### src/hdl/smc_pkg.sv
package smc_pkg;
  // clocking and timing
  localparam int unsigned CLK_HZ = 250_000_000;
  localparam int unsigned CLK_NS = 4;
  localparam int unsigned STEP_PW_NS = 2000;
  // least pulse width, rounded up to whole cycles
  localparam int unsigned STEP_PW_CYC = (STEP_PW_NS + CLK_NS - 1) / CLK_NS;

  // widths
  localparam int ADDR_W = 6;
  localparam int RATE_W = 14;
  localparam int ACC_W = 16;

  // speed profile limits and ramp floor (max rate shifted right by 3)
  localparam logic [31:0] PPS_MIN = 32'h0000_0001;
  localparam logic [31:0] PPS_MAX = 32'h0000_2710;
  localparam int RATE_FLOOR_SH = 3;

  // register byte offsets
  localparam logic [ADDR_W-1:0] OFF_ARG0 = 6'h00;
  localparam logic [ADDR_W-1:0] OFF_ARG1 = 6'h04;
  localparam logic [ADDR_W-1:0] OFF_CMD = 6'h08;
  localparam logic [ADDR_W-1:0] OFF_FLAGS = 6'h0c;
  localparam logic [ADDR_W-1:0] OFF_POS1 = 6'h10;
  localparam logic [ADDR_W-1:0] OFF_POS2 = 6'h14;
  localparam logic [ADDR_W-1:0] OFF_STEPS1 = 6'h18;
  localparam logic [ADDR_W-1:0] OFF_STEPS2 = 6'h1c;
  localparam logic [ADDR_W-1:0] OFF_STAT = 6'h20;

  // command word fields
  localparam int OP_LSB = 0;
  localparam int SEL_LSB = 8;
  localparam int FLAG_LSB = 16;

  // command opcodes
  localparam logic [2:0] OP_SPEED = 3'h1;
  localparam logic [2:0] OP_REL = 3'h2;
  localparam logic [2:0] OP_ABS = 3'h3;
  localparam logic [2:0] OP_STOP = 3'h4;
  localparam logic [2:0] OP_HOME = 3'h5;
  localparam logic [2:0] OP_SWRST = 3'h6;

  // channel selectors (decimal 1, 2, 11, 21, 32)
  localparam logic [7:0] SEL_CH1 = 8'h01;
  localparam logic [7:0] SEL_CH2 = 8'h02;
  localparam logic [7:0] SEL_CH1_FULL = 8'h0b;
  localparam logic [7:0] SEL_CH1_HALF = 8'h15;
  localparam logic [7:0] SEL_CH2_CTRL = 8'h20;

  // status register bits
  localparam int ST_BUSY1 = 0;
  localparam int ST_BUSY2 = 1;
  localparam int ST_ABS1 = 2;
  localparam int ST_ABS2 = 3;
  localparam int ST_PROF1 = 4;
  localparam int ST_PROF2 = 5;
  localparam int ST_MODE = 6;
  localparam int ST_ERR = 8;

  // unipolar half-step table, entry i at bits [4*i+:4]
  localparam logic [31:0] PHASE_TAB = 32'h98c4_6231;
  localparam logic [2:0] PH_HALF = 3'h1;
  localparam logic [2:0] PH_FULL = 3'h2;

  // axi responses
  localparam logic [1:0] RESP_OKAY = 2'h0;
  localparam logic [1:0] RESP_DECERR = 2'h3;

  typedef enum logic [1:0] {MODE_CTRL, MODE_FULL, MODE_HALF} smc_mode_t;
endpackage

### src/hdl/smc_top.sv
`timescale 1ns/1ps
`default_nettype none

////////////////////////////////////////////////////////////////////////////////
// one motion channel: trapezoidal rate generator and step bookkeeping

module smc_chan #(
  parameter int unsigned CLK_HZ = smc_pkg::CLK_HZ
) (
  // clock and reset
  input wire logic aclk,
  input wire logic aresetn,
  // commands
  input wire logic start,
  input wire logic start_dir,
  input wire logic [31:0] start_cnt,
  input wire logic stop,
  input wire logic home,
  // speed profile
  input wire logic [smc_pkg::RATE_W-1:0] pps,
  input wire logic [smc_pkg::ACC_W-1:0] acc,
  // state
  output logic running,
  output logic dir,
  output logic step_tick,
  output logic step_lvl,
  output logic done,
  output logic [31:0] pos,
  output logic [31:0] steps_done
);
  localparam logic [31:0] HZ = 32'(CLK_HZ);
  localparam logic [15:0] PW = 16'(smc_pkg::STEP_PW_CYC);
  logic running_r, dir_r, done_r, lvl_r, up_dir_r, adj;
  logic [31:0] rem_r, pacc_r, err_r, pos_r, steps_r, sum;
  logic [smc_pkg::RATE_W-1:0] rate_r, rfloor, span;
  logic [smc_pkg::ACC_W-1:0] up_r;
  logic [15:0] pw_r;

  // rate floor is an eighth of the top rate, never zero
  always_comb begin
    rfloor = pps >> smc_pkg::RATE_FLOOR_SH;
    if (rfloor == '0) begin
      rfloor[0] = 1'b1;
    end
    span = pps - rfloor;
    sum = pacc_r + 32'(rate_r);
    adj = (acc != '0) && (err_r >= 32'(acc));
    step_tick = running_r && !stop && (sum >= HZ);
  end

  // phase accumulator: one step each time the sum wraps the clock rate
  always_ff @(posedge aclk) begin
    if (!aresetn || start) begin
      pacc_r <= '0;
    end else if (step_tick) begin
      pacc_r <= sum - HZ;
    end else if (running_r) begin
      pacc_r <= sum;
    end
  end

  // move bookkeeping
  always_ff @(posedge aclk) begin
    if (!aresetn) begin
      running_r <= 1'b0;
      dir_r <= 1'b0;
      done_r <= 1'b0;
      rem_r <= '0;
      steps_r <= '0;
    end else begin
      done_r <= 1'b0;
      if (stop) begin
        running_r <= 1'b0;
      end else if (start) begin
        dir_r <= start_dir;
        rem_r <= start_cnt;
        steps_r <= '0;
        running_r <= (start_cnt != '0);
        done_r <= (start_cnt == '0);
      end else if (step_tick) begin
        rem_r <= rem_r - 1'b1;
        steps_r <= steps_r + 1'b1;
        if (rem_r == 32'h0000_0001) begin
          running_r <= 1'b0;
          done_r <= 1'b1;
        end
      end
    end
  end

  // position counter, counts what was actually output
  always_ff @(posedge aclk) begin
    if (!aresetn || home) begin
      pos_r <= '0;
    end else if (step_tick) begin
      pos_r <= dir_r ? pos_r - 1'b1 : pos_r + 1'b1;
    end
  end

  // velocity profile: each ramp step owes span/acc of rate, paid one
  // unit per cycle between steps; steps are thousands of cycles apart
  always_ff @(posedge aclk) begin
    if (!aresetn) begin
      rate_r <= '0;
      up_r <= '0;
      err_r <= '0;
      up_dir_r <= 1'b0;
    end else if (start) begin
      rate_r <= (acc == '0) ? pps : rfloor;
      up_r <= '0;
      err_r <= '0;
      up_dir_r <= 1'b1;
    end else if (step_tick && acc != '0) begin
      if (rem_r - 1'b1 <= 32'(up_r) && up_r != '0) begin
        up_r <= up_r - 1'b1;
        err_r <= err_r + 32'(span);
        up_dir_r <= 1'b0;
      end else if (up_r < acc) begin
        up_r <= up_r + 1'b1;
        err_r <= err_r + 32'(span);
        up_dir_r <= 1'b1;
      end
    end else if (adj) begin
      err_r <= err_r - 32'(acc);
      if (up_dir_r && rate_r < pps) begin
        rate_r <= rate_r + 1'b1;
      end else if (!up_dir_r && rate_r > rfloor) begin
        rate_r <= rate_r - 1'b1;
      end
    end
  end

  // stretch each step into a pulse an external driver can see
  always_ff @(posedge aclk) begin
    if (!aresetn) begin
      pw_r <= '0;
      lvl_r <= 1'b0;
    end else if (step_tick) begin
      pw_r <= PW;
      lvl_r <= 1'b1;
    end else if (pw_r != '0) begin
      pw_r <= pw_r - 1'b1;
      lvl_r <= (pw_r != 16'h0001);
    end
  end

  assign running = running_r;
  assign dir = dir_r;
  assign step_lvl = lvl_r;
  assign done = done_r;
  assign pos = pos_r;
  assign steps_done = steps_r;
endmodule

////////////////////////////////////////////////////////////////////////////////
module smc_top #(
  parameter int unsigned CLK_HZ = smc_pkg::CLK_HZ
) (
  // clock and reset
  input wire logic aclk,
  input wire logic aresetn,
  // axi4-lite write address
  input wire logic [smc_pkg::ADDR_W-1:0] s_axi_awaddr,
  input wire logic s_axi_awvalid,
  output logic s_axi_awready,
  // axi4-lite write data
  input wire logic [31:0] s_axi_wdata,
  input wire logic [3:0] s_axi_wstrb,
  input wire logic s_axi_wvalid,
  output logic s_axi_wready,
  // axi4-lite write response
  output logic [1:0] s_axi_bresp,
  output logic s_axi_bvalid,
  input wire logic s_axi_bready,
  // axi4-lite read
  input wire logic [smc_pkg::ADDR_W-1:0] s_axi_araddr,
  input wire logic s_axi_arvalid,
  output logic s_axi_arready,
  output logic [31:0] s_axi_rdata,
  output logic [1:0] s_axi_rresp,
  output logic s_axi_rvalid,
  input wire logic s_axi_rready,
  // motor outputs, bit 0 is output five
  output logic [3:0] motor_out
);
  logic awready_r, wready_r, bvalid_r, arready_r, rvalid_r;
  logic aw_hold_r, w_hold_r, wr_fire, rd_ok, cmd_err_r, spd_v, swrst;
  logic [1:0] bresp_r, rresp_r;
  logic [smc_pkg::ADDR_W-1:0] awaddr_r;
  logic [31:0] wdata_r, rdata_r, arg0_r, arg1_r, flags_r, rd_data;
  logic [31:0] flag_clr, flag_set, stat, mag;
  logic [3:0] wstrb_r, motor_out_r, motor_out_nxt;
  logic cmd_v, is_move, mv_ok, mv_ch, ch_ok, ch, accepted;
  logic [2:0] op, ph_r;
  logic [7:0] sel;
  logic [4:0] fidx;
  logic [32:0] diff;
  smc_pkg::smc_mode_t mode_r, mv_mode;
  logic [1:0] start_v, stop_v, home_v, run, dir_w, tick, lvl, done_w;
  logic [1:0] abs_r, prof_ok_r;
  logic [1:0][31:0] pos_w, steps_w;
  logic [1:0][4:0] fidx_r;
  logic [1:0][smc_pkg::RATE_W-1:0] pps_r;
  logic [1:0][smc_pkg::ACC_W-1:0] acc_r;

  //////////////////////////////////////////////////////////////////////////////
  // axi4-lite write side: address and data taken in either order
  assign wr_fire = aw_hold_r && w_hold_r && !bvalid_r;

  always_ff @(posedge aclk) begin
    if (!aresetn) begin
      awready_r <= 1'b1;
      wready_r <= 1'b1;
      aw_hold_r <= 1'b0;
      w_hold_r <= 1'b0;
      bvalid_r <= 1'b0;
      bresp_r <= smc_pkg::RESP_OKAY;
      awaddr_r <= '0;
      wdata_r <= '0;
      wstrb_r <= '0;
    end else begin
      if (s_axi_awvalid && awready_r) begin
        awaddr_r <= s_axi_awaddr;
        aw_hold_r <= 1'b1;
        awready_r <= 1'b0;
      end
      if (s_axi_wvalid && wready_r) begin
        wdata_r <= s_axi_wdata;
        wstrb_r <= s_axi_wstrb;
        w_hold_r <= 1'b1;
        wready_r <= 1'b0;
      end
      if (wr_fire) begin
        bvalid_r <= 1'b1;
        aw_hold_r <= 1'b0;
        w_hold_r <= 1'b0;
        // read-only words accept and drop writes; holes decode-error
        bresp_r <= (awaddr_r <= smc_pkg::OFF_STAT && awaddr_r[1:0] == 2'h0)
                   ? smc_pkg::RESP_OKAY : smc_pkg::RESP_DECERR;
      end
      if (bvalid_r && s_axi_bready) begin
        bvalid_r <= 1'b0;
        awready_r <= 1'b1;
        wready_r <= 1'b1;
      end
    end
  end

  // argument words with byte strobes
  always_ff @(posedge aclk) begin
    if (!aresetn) begin
      arg0_r <= '0;
      arg1_r <= '0;
    end else if (wr_fire) begin
      for (int b = 0; b < 4; b++) begin
        if (wstrb_r[b] && awaddr_r == smc_pkg::OFF_ARG0) begin
          arg0_r[8*b +: 8] <= wdata_r[8*b +: 8];
        end
        if (wstrb_r[b] && awaddr_r == smc_pkg::OFF_ARG1) begin
          arg1_r[8*b +: 8] <= wdata_r[8*b +: 8];
        end
      end
    end
  end

  //////////////////////////////////////////////////////////////////////////////
  // command decode; a command acts in the cycle its write completes
  always_comb begin
    cmd_v = wr_fire && awaddr_r == smc_pkg::OFF_CMD && wstrb_r[0];
    op = wdata_r[smc_pkg::OP_LSB +: 3];
    sel = wdata_r[smc_pkg::SEL_LSB +: 8];
    fidx = wdata_r[smc_pkg::FLAG_LSB +: 5];
    is_move = (op == smc_pkg::OP_REL) || (op == smc_pkg::OP_ABS);
    mv_ok = 1'b1;
    mv_ch = 1'b0;
    mv_mode = smc_pkg::MODE_CTRL;
    case (sel)
      smc_pkg::SEL_CH1: mv_mode = smc_pkg::MODE_CTRL;
      smc_pkg::SEL_CH1_FULL: mv_mode = smc_pkg::MODE_FULL;
      smc_pkg::SEL_CH1_HALF: mv_mode = smc_pkg::MODE_HALF;
      smc_pkg::SEL_CH2_CTRL: mv_ch = 1'b1;
      default: mv_ok = 1'b0;
    endcase
    ch_ok = (sel == smc_pkg::SEL_CH1) || (sel == smc_pkg::SEL_CH2);
    ch = (sel == smc_pkg::SEL_CH2);
    // absolute target minus where the channel stands now
    if (op == smc_pkg::OP_ABS) begin
      diff = {arg0_r[31], arg0_r} - {pos_w[mv_ch][31], pos_w[mv_ch]};
    end else begin
      diff = {arg0_r[31], arg0_r};
    end
    mag = diff[32] ? 32'(-diff) : diff[31:0];
    start_v = '0;
    // a busy channel ignores moves; driver mode owns outputs seven and eight
    if (cmd_v && is_move && mv_ok && !run[mv_ch] && prof_ok_r[mv_ch]) begin
      if (mv_ch && !(run[0] && mode_r != smc_pkg::MODE_CTRL)) begin
        start_v[1] = 1'b1;
      end else if (!mv_ch && (mv_mode == smc_pkg::MODE_CTRL || !run[1])) begin
        start_v[0] = 1'b1;
      end
    end
    swrst = cmd_v && op == smc_pkg::OP_SWRST;
    spd_v = cmd_v && op == smc_pkg::OP_SPEED && ch_ok &&
            arg0_r >= smc_pkg::PPS_MIN && arg0_r <= smc_pkg::PPS_MAX;
    stop_v = {2{swrst}};
    home_v = '0;
    if (cmd_v && ch_ok && op == smc_pkg::OP_STOP) begin
      stop_v[ch] = 1'b1;
    end
    if (cmd_v && ch_ok && op == smc_pkg::OP_HOME) begin
      home_v[ch] = 1'b1;
    end
    accepted = (start_v != '0) || spd_v || swrst || (stop_v != '0) ||
               (home_v != '0);
  end

  //////////////////////////////////////////////////////////////////////////////
  // speed profiles: only the bus reset clears them, soft reset keeps them
  always_ff @(posedge aclk) begin
    if (!aresetn) begin
      prof_ok_r <= '0;
      pps_r <= '0;
      acc_r <= '0;
    end else if (spd_v) begin
      prof_ok_r[ch] <= 1'b1;
      pps_r[ch] <= arg0_r[smc_pkg::RATE_W-1:0];
      acc_r[ch] <= arg1_r[smc_pkg::ACC_W-1:0];
    end
  end

  // per-channel move attributes
  always_ff @(posedge aclk) begin
    if (!aresetn) begin
      mode_r <= smc_pkg::MODE_CTRL;
      abs_r <= '0;
      fidx_r <= '0;
      cmd_err_r <= 1'b0;
    end else begin
      if (start_v[0]) begin
        mode_r <= mv_mode;
      end else if (start_v[1] && !run[0]) begin
        mode_r <= smc_pkg::MODE_CTRL;
      end
      for (int c = 0; c < 2; c++) begin
        if (start_v[c]) begin
          abs_r[c] <= (op == smc_pkg::OP_ABS);
          fidx_r[c] <= fidx;
        end else if (done_w[c] || stop_v[c]) begin
          abs_r[c] <= 1'b0;
        end
      end
      if (cmd_v) begin
        cmd_err_r <= !accepted;
      end
    end
  end

  // completion flags: a finish in the same cycle as a clear still sets
  always_comb begin
    flag_clr = '0;
    if (start_v != '0) begin
      flag_clr[fidx] = 1'b1;
    end
    if (swrst) begin
      flag_clr = '1;
    end
    flag_set = (32'(done_w[0]) << fidx_r[0]) | (32'(done_w[1]) << fidx_r[1]);
  end

  always_ff @(posedge aclk) begin
    if (!aresetn) begin
      flags_r <= '0;
    end else begin
      flags_r <= (flags_r & ~flag_clr) | flag_set;
    end
  end

  //////////////////////////////////////////////////////////////////////////////
  // the two motion channels
  for (genvar g = 0; g < 2; g++) begin : g_chan
    smc_chan #(.CLK_HZ(CLK_HZ)) u_chan (
      .aclk(aclk),
      .aresetn(aresetn),
      .start(start_v[g]),
      .start_dir(diff[32]),
      .start_cnt(mag),
      .stop(stop_v[g]),
      .home(home_v[g]),
      .pps(pps_r[g]),
      .acc(acc_r[g]),
      .running(run[g]),
      .dir(dir_w[g]),
      .step_tick(tick[g]),
      .step_lvl(lvl[g]),
      .done(done_w[g]),
      .pos(pos_w[g]),
      .steps_done(steps_w[g])
    );
  end

  // driver phase walks the table, by two entries in full-step mode
  always_ff @(posedge aclk) begin
    if (!aresetn) begin
      ph_r <= '0;
    end else if (tick[0] && mode_r != smc_pkg::MODE_CTRL) begin
      if (mode_r == smc_pkg::MODE_HALF) begin
        ph_r <= dir_w[0] ? ph_r - smc_pkg::PH_HALF : ph_r + smc_pkg::PH_HALF;
      end else begin
        ph_r <= dir_w[0] ? ph_r - smc_pkg::PH_FULL : ph_r + smc_pkg::PH_FULL;
      end
    end
  end

  // output pins: phases in driver mode, else direction and pulse pairs
  always_comb begin
    if (mode_r != smc_pkg::MODE_CTRL) begin
      motor_out_nxt = smc_pkg::PHASE_TAB[{ph_r, 2'b00} +: 4];
    end else begin
      motor_out_nxt = {lvl[1], dir_w[1], lvl[0], dir_w[0]};
    end
  end

  always_ff @(posedge aclk) begin
    if (!aresetn) begin
      motor_out_r <= '0;
    end else begin
      motor_out_r <= motor_out_nxt;
    end
  end

  //////////////////////////////////////////////////////////////////////////////
  // axi4-lite read side; position may be read mid-move
  always_comb begin
    stat = '0;
    stat[smc_pkg::ST_BUSY1] = run[0];
    stat[smc_pkg::ST_BUSY2] = run[1];
    stat[smc_pkg::ST_ABS1] = abs_r[0];
    stat[smc_pkg::ST_ABS2] = abs_r[1];
    stat[smc_pkg::ST_PROF1] = prof_ok_r[0];
    stat[smc_pkg::ST_PROF2] = prof_ok_r[1];
    stat[smc_pkg::ST_MODE +: 2] = mode_r;
    stat[smc_pkg::ST_ERR] = cmd_err_r;
    rd_ok = 1'b1;
    case (s_axi_araddr)
      smc_pkg::OFF_ARG0: rd_data = arg0_r;
      smc_pkg::OFF_ARG1: rd_data = arg1_r;
      smc_pkg::OFF_CMD: rd_data = '0;
      smc_pkg::OFF_FLAGS: rd_data = flags_r;
      smc_pkg::OFF_POS1: rd_data = pos_w[0];
      smc_pkg::OFF_POS2: rd_data = pos_w[1];
      smc_pkg::OFF_STEPS1: rd_data = steps_w[0];
      smc_pkg::OFF_STEPS2: rd_data = steps_w[1];
      smc_pkg::OFF_STAT: rd_data = stat;
      default: begin
        rd_data = '0;
        rd_ok = 1'b0;
      end
    endcase
  end

  always_ff @(posedge aclk) begin
    if (!aresetn) begin
      arready_r <= 1'b1;
      rvalid_r <= 1'b0;
      rdata_r <= '0;
      rresp_r <= smc_pkg::RESP_OKAY;
    end else if (s_axi_arvalid && arready_r) begin
      arready_r <= 1'b0;
      rvalid_r <= 1'b1;
      rdata_r <= rd_data;
      rresp_r <= rd_ok ? smc_pkg::RESP_OKAY : smc_pkg::RESP_DECERR;
    end else if (rvalid_r && s_axi_rready) begin
      rvalid_r <= 1'b0;
      arready_r <= 1'b1;
    end
  end

  assign s_axi_awready = awready_r;
  assign s_axi_wready = wready_r;
  assign s_axi_bvalid = bvalid_r;
  assign s_axi_bresp = bresp_r;
  assign s_axi_arready = arready_r;
  assign s_axi_rvalid = rvalid_r;
  assign s_axi_rdata = rdata_r;
  assign s_axi_rresp = rresp_r;
  assign motor_out = motor_out_r;
endmodule

`default_nettype wire

### config.mk
export PLATFORM = sky130hd
export DESIGN_NAME = smc_top
export DESIGN_NICKNAME = d
export VERILOG_FILES = /design/src/hdl/smc_pkg.sv /design/src/hdl/smc_top.sv
export SDC_FILE = /design/constraint.sdc
export NUM_CORES = 2
export LEC_CHECK = 0
export BUFFER_PORTS_ARGS = -buffer_cell sky130_fd_sc_hd__buf_2
export CAP_MARGIN = 30
export CORE_UTILIZATION = 60
export CTS_BUF_LIST = sky130_fd_sc_hd__clkbuf_8
export DETAILED_ROUTE_END_ITERATION = 12
export PLACE_DENSITY = 0.77
export SLEW_MARGIN = 20
export SYNTH_ARGS = -nofsm -noshare
export SYNTH_HDL_FRONTEND = slang
export SYNTH_HIERARCHICAL = 1
export SYNTH_SLANG_ARGS = --single-unit
### constraint.sdc
create_clock -name aclk -period 15.9 [get_ports aclk]
set_input_delay 3.18 -clock aclk [delete_from_list [all_inputs] [get_ports aclk]]
set_output_delay 3.18 -clock aclk [all_outputs]
set_load 0.02 [all_outputs]
==> reports/results.ini <==
[yosys]
synth_edf_count=0
async_flop_share_pct=0
yosysUniqueCellTypes=113
synth_compound_area_share_pct=25.1
synth_top_area_cell=dfxtp_1
synth.top_cell.area_share_pct=26.7
synth.net_count=7148
synth.most_common_cell=nand2_1
netlist_top_cells_area=dfxtp_1 (27%), ha_1 (9.2%), nand2_1 (6.1%)
synth_top_family_by_area=compound AO/OA/AOI/OAI gates
ys_seq_area_share_pct=26.7
muxShareOfSynthArea_pct=3.58
avgSynthCellArea_um2=7.66
synth_area_um2=51300
synth_warnings=6
synthFlopType=dfxtp_1
synthCells=6700
synth-adder-area-share_pct=9.82
synthTopCellsByCount=nand2_1 (832), dfxtp_1 (685), nor2_1 (635)
synth_simple_gate_area_share_pct=24.1
synthXorXnorAreaFrac_pct=5.98
ys_ff_latch=685

[status]
status=completed

[timing]
min_period_ns=7.15
setup_ws_ns=8.75
grt_setup_unrepaired=no
hold_viol=0
fmax_mhz=140
setup_violations=0
drv_slew=0
tns_ns=0
period_share_pct=45.0
worstMarginPinSlew_ns=0.977
clock_skew_ns=0.0460
maxSlewHeadroom_pct=34.7

[clock_network]
clk_path_buf_depth=3
clk_pin_slew_worst_paths_ns=0.06
cts_tree=built
cts_resized=0
cts_hold_repair.buffers=0
cts_sinks=685
cts_htree_levels=3
clk_latency_ns=0.80
post_cts_buffers=0
numCtsBuffers=118
cts_root_buffer=clkbuf_8

[floorplanning]
core_um2=84100
die_h_um=294
dieArea_um2=86700
start_util_pct=61.0
die_x_um=294
ios=100
row_count=106

[place]
port_buffers=99
dp.cells=7688
hpwl_um=119000
dpl_worst_slack_ns=8.91
place.gp.congestion=1.03

[critical_path]
crit_top_cell=o21ai_0
worstSetupStartpointType=flip-flop
critPathMaxFanout=14
arrival_ns=7.80
end_kind=flip-flop
worst_path_max_delay_cell=or4_1
critical-path-max-stage-delay_ns=0.58
cp.required_ns=16.55
reg2reg_depth=26
crit_type=flip-flop to flip-flop

[routing]
wl_per_cell_um=20.6
drt-pass1-iter-count=9
wirelength_um=163000
vias=50200
via_per_inst=6.35
ant_nets=0
drt_iter0_markers=4229
drc=0

[final_layout]
layout.cells.non_filler=7906
drive_gt1_share_pct=8.01
fin_util_pct=65.7
syn_to_final_growth_pct=7.68
fillers=7445
nNetsFinal=7124

[pwr]
p_leak_uw=0.0218
power.density_nw_per_um2=70.2
worst_ir_drop_vdd_mv=0.121

[global_route]
antenna_found_initial=3
grt_pass1_wl_um=254000
grt_pass1_vias=46600
grt_usage_pct=36.6
grt_max_degree=195
gr-total-overflow=0

[flow_run]
maxCapViolCount=0

[hold_path]
holdPathStages=2
hold_class=flip-flop to flip-flop

## cells in the final DEF, fill, tap and decap left out, types with 83 or more instances in the layout
cell      Yosys  layout
o21ai_0     327     325
buf_2        50     101
nand2_1     832     830
dfxtp_1     685     683
a21oi_1     594     592
or3_1       104     104
a211oi_1     84      84
ha_1        377     377
clkbuf_8      0     153
xnor2_1     233     233
nor3_1      161     159
a21boi_0    194     194
inv_1       245     278
nor2b_1     108     108
xor2_1      110     110
buf_4        11      83
nor2_1      635     629
a21o_1      121     121
mux2i_1     178     178
o21a_1       98      98
nand3_1     168     168
## area by class of cell
| type | instances | area [um^2] | area share [%] |
|---|---|---|---|
| multi-input combinational | 5427 | 35300 | 63.9 |
| sequential | 685 | 13700 | 24.8 |
| clock buffer | 152 | 2090 | 3.79 |
| tap | 1134 | 1420 | 2.57 |
| timing repair buffer | 194 | 1270 | 2.31 |
| inverter | 250 | 938 | 1.70 |
| clock inverter | 62 | 477 | 0.863 |
| antenna | 2 | 5.00 | 0.00906 |
## sequential cells by signal (all words and copies together), names as in the netlist, 64 cells and up
| signal | count |
|---|---|
| g_chan.u_chan/rem_r | 64 |
| g_chan.u_chan/steps_done | 64 |
| g_chan.u_chan/pacc_r | 64 |
| g_chan.u_chan/pos | 64 |
| g_chan.u_chan/err_r | 64 |
## kinds of logic (layout without fill, tap and decap cells)
kind of cell / Yosys count / after routing
AOI/OAI and AO/OA: 1960 / 1960
xor gates and xnor gates: 347 / 347
adders and majority gates: 393 / 393
buffers and inverters: 588 / 658
DFF: 685 / 685
muxes: 183 / 183
other: 0 / 2
and+or+nand+nor: 2544 / 2544
## metal layers
metal  share of wire [%]  GRT usage [%]
met1                  42           46.6
met2                  44           58.4
met3                 8.0           6.27
met4                 6.2           20.8
met5              0.0080              0
## worst paths after layout
check | startpoint | slack (ns) | endpoint
worst min-delay path | arg1_r[16] | 0.47 | arg1_r[16]
worst max-delay path | g_chan[1].u_chan/rem_r[0] | 8.75 | g_chan[1].u_chan/up_r[14]
worst max register to register | g_chan[1].u_chan/rem_r[0] | 8.75 | g_chan[1].u_chan/up_r[14]
worst min register to register | arg1_r[16] | 0.47 | arg1_r[16]
## worst max-delay path, delay by kind of cell, from the launching register on
kind                     cells  cell delay [ns]
XOR/XNOR                     1             0.14
flip-flops                   1             0.39
buffers and inverters        2             0.54
AND/OR/NAND/NOR              9             2.73
AO/OA/AOI/OAI               11             2.37
adder cells (fa/ha/maj)      3             0.90
## through the flow
stage	hold WS (ns)	instance area [um^2]	total power, uW
after floorplan	0.432	51300	2080
after global placement	0.446	52500	2140
after detailed placement	0.453	52600	2150
after CTS	0.464	55200	3900
after global routing	0.493	55200	4020
final	0.466	55200	3880
## power breakdown
group | total [uW] | leakage [uW] | switching (uW) | internal, uW
sequential | 1810 | 0.00553 | 49.1 | 1760
combinational | 311 | 0.0148 | 182 | 129
clock | 1750 | 0.00145 | 785 | 969
Power figures use the tool's default switching activity.
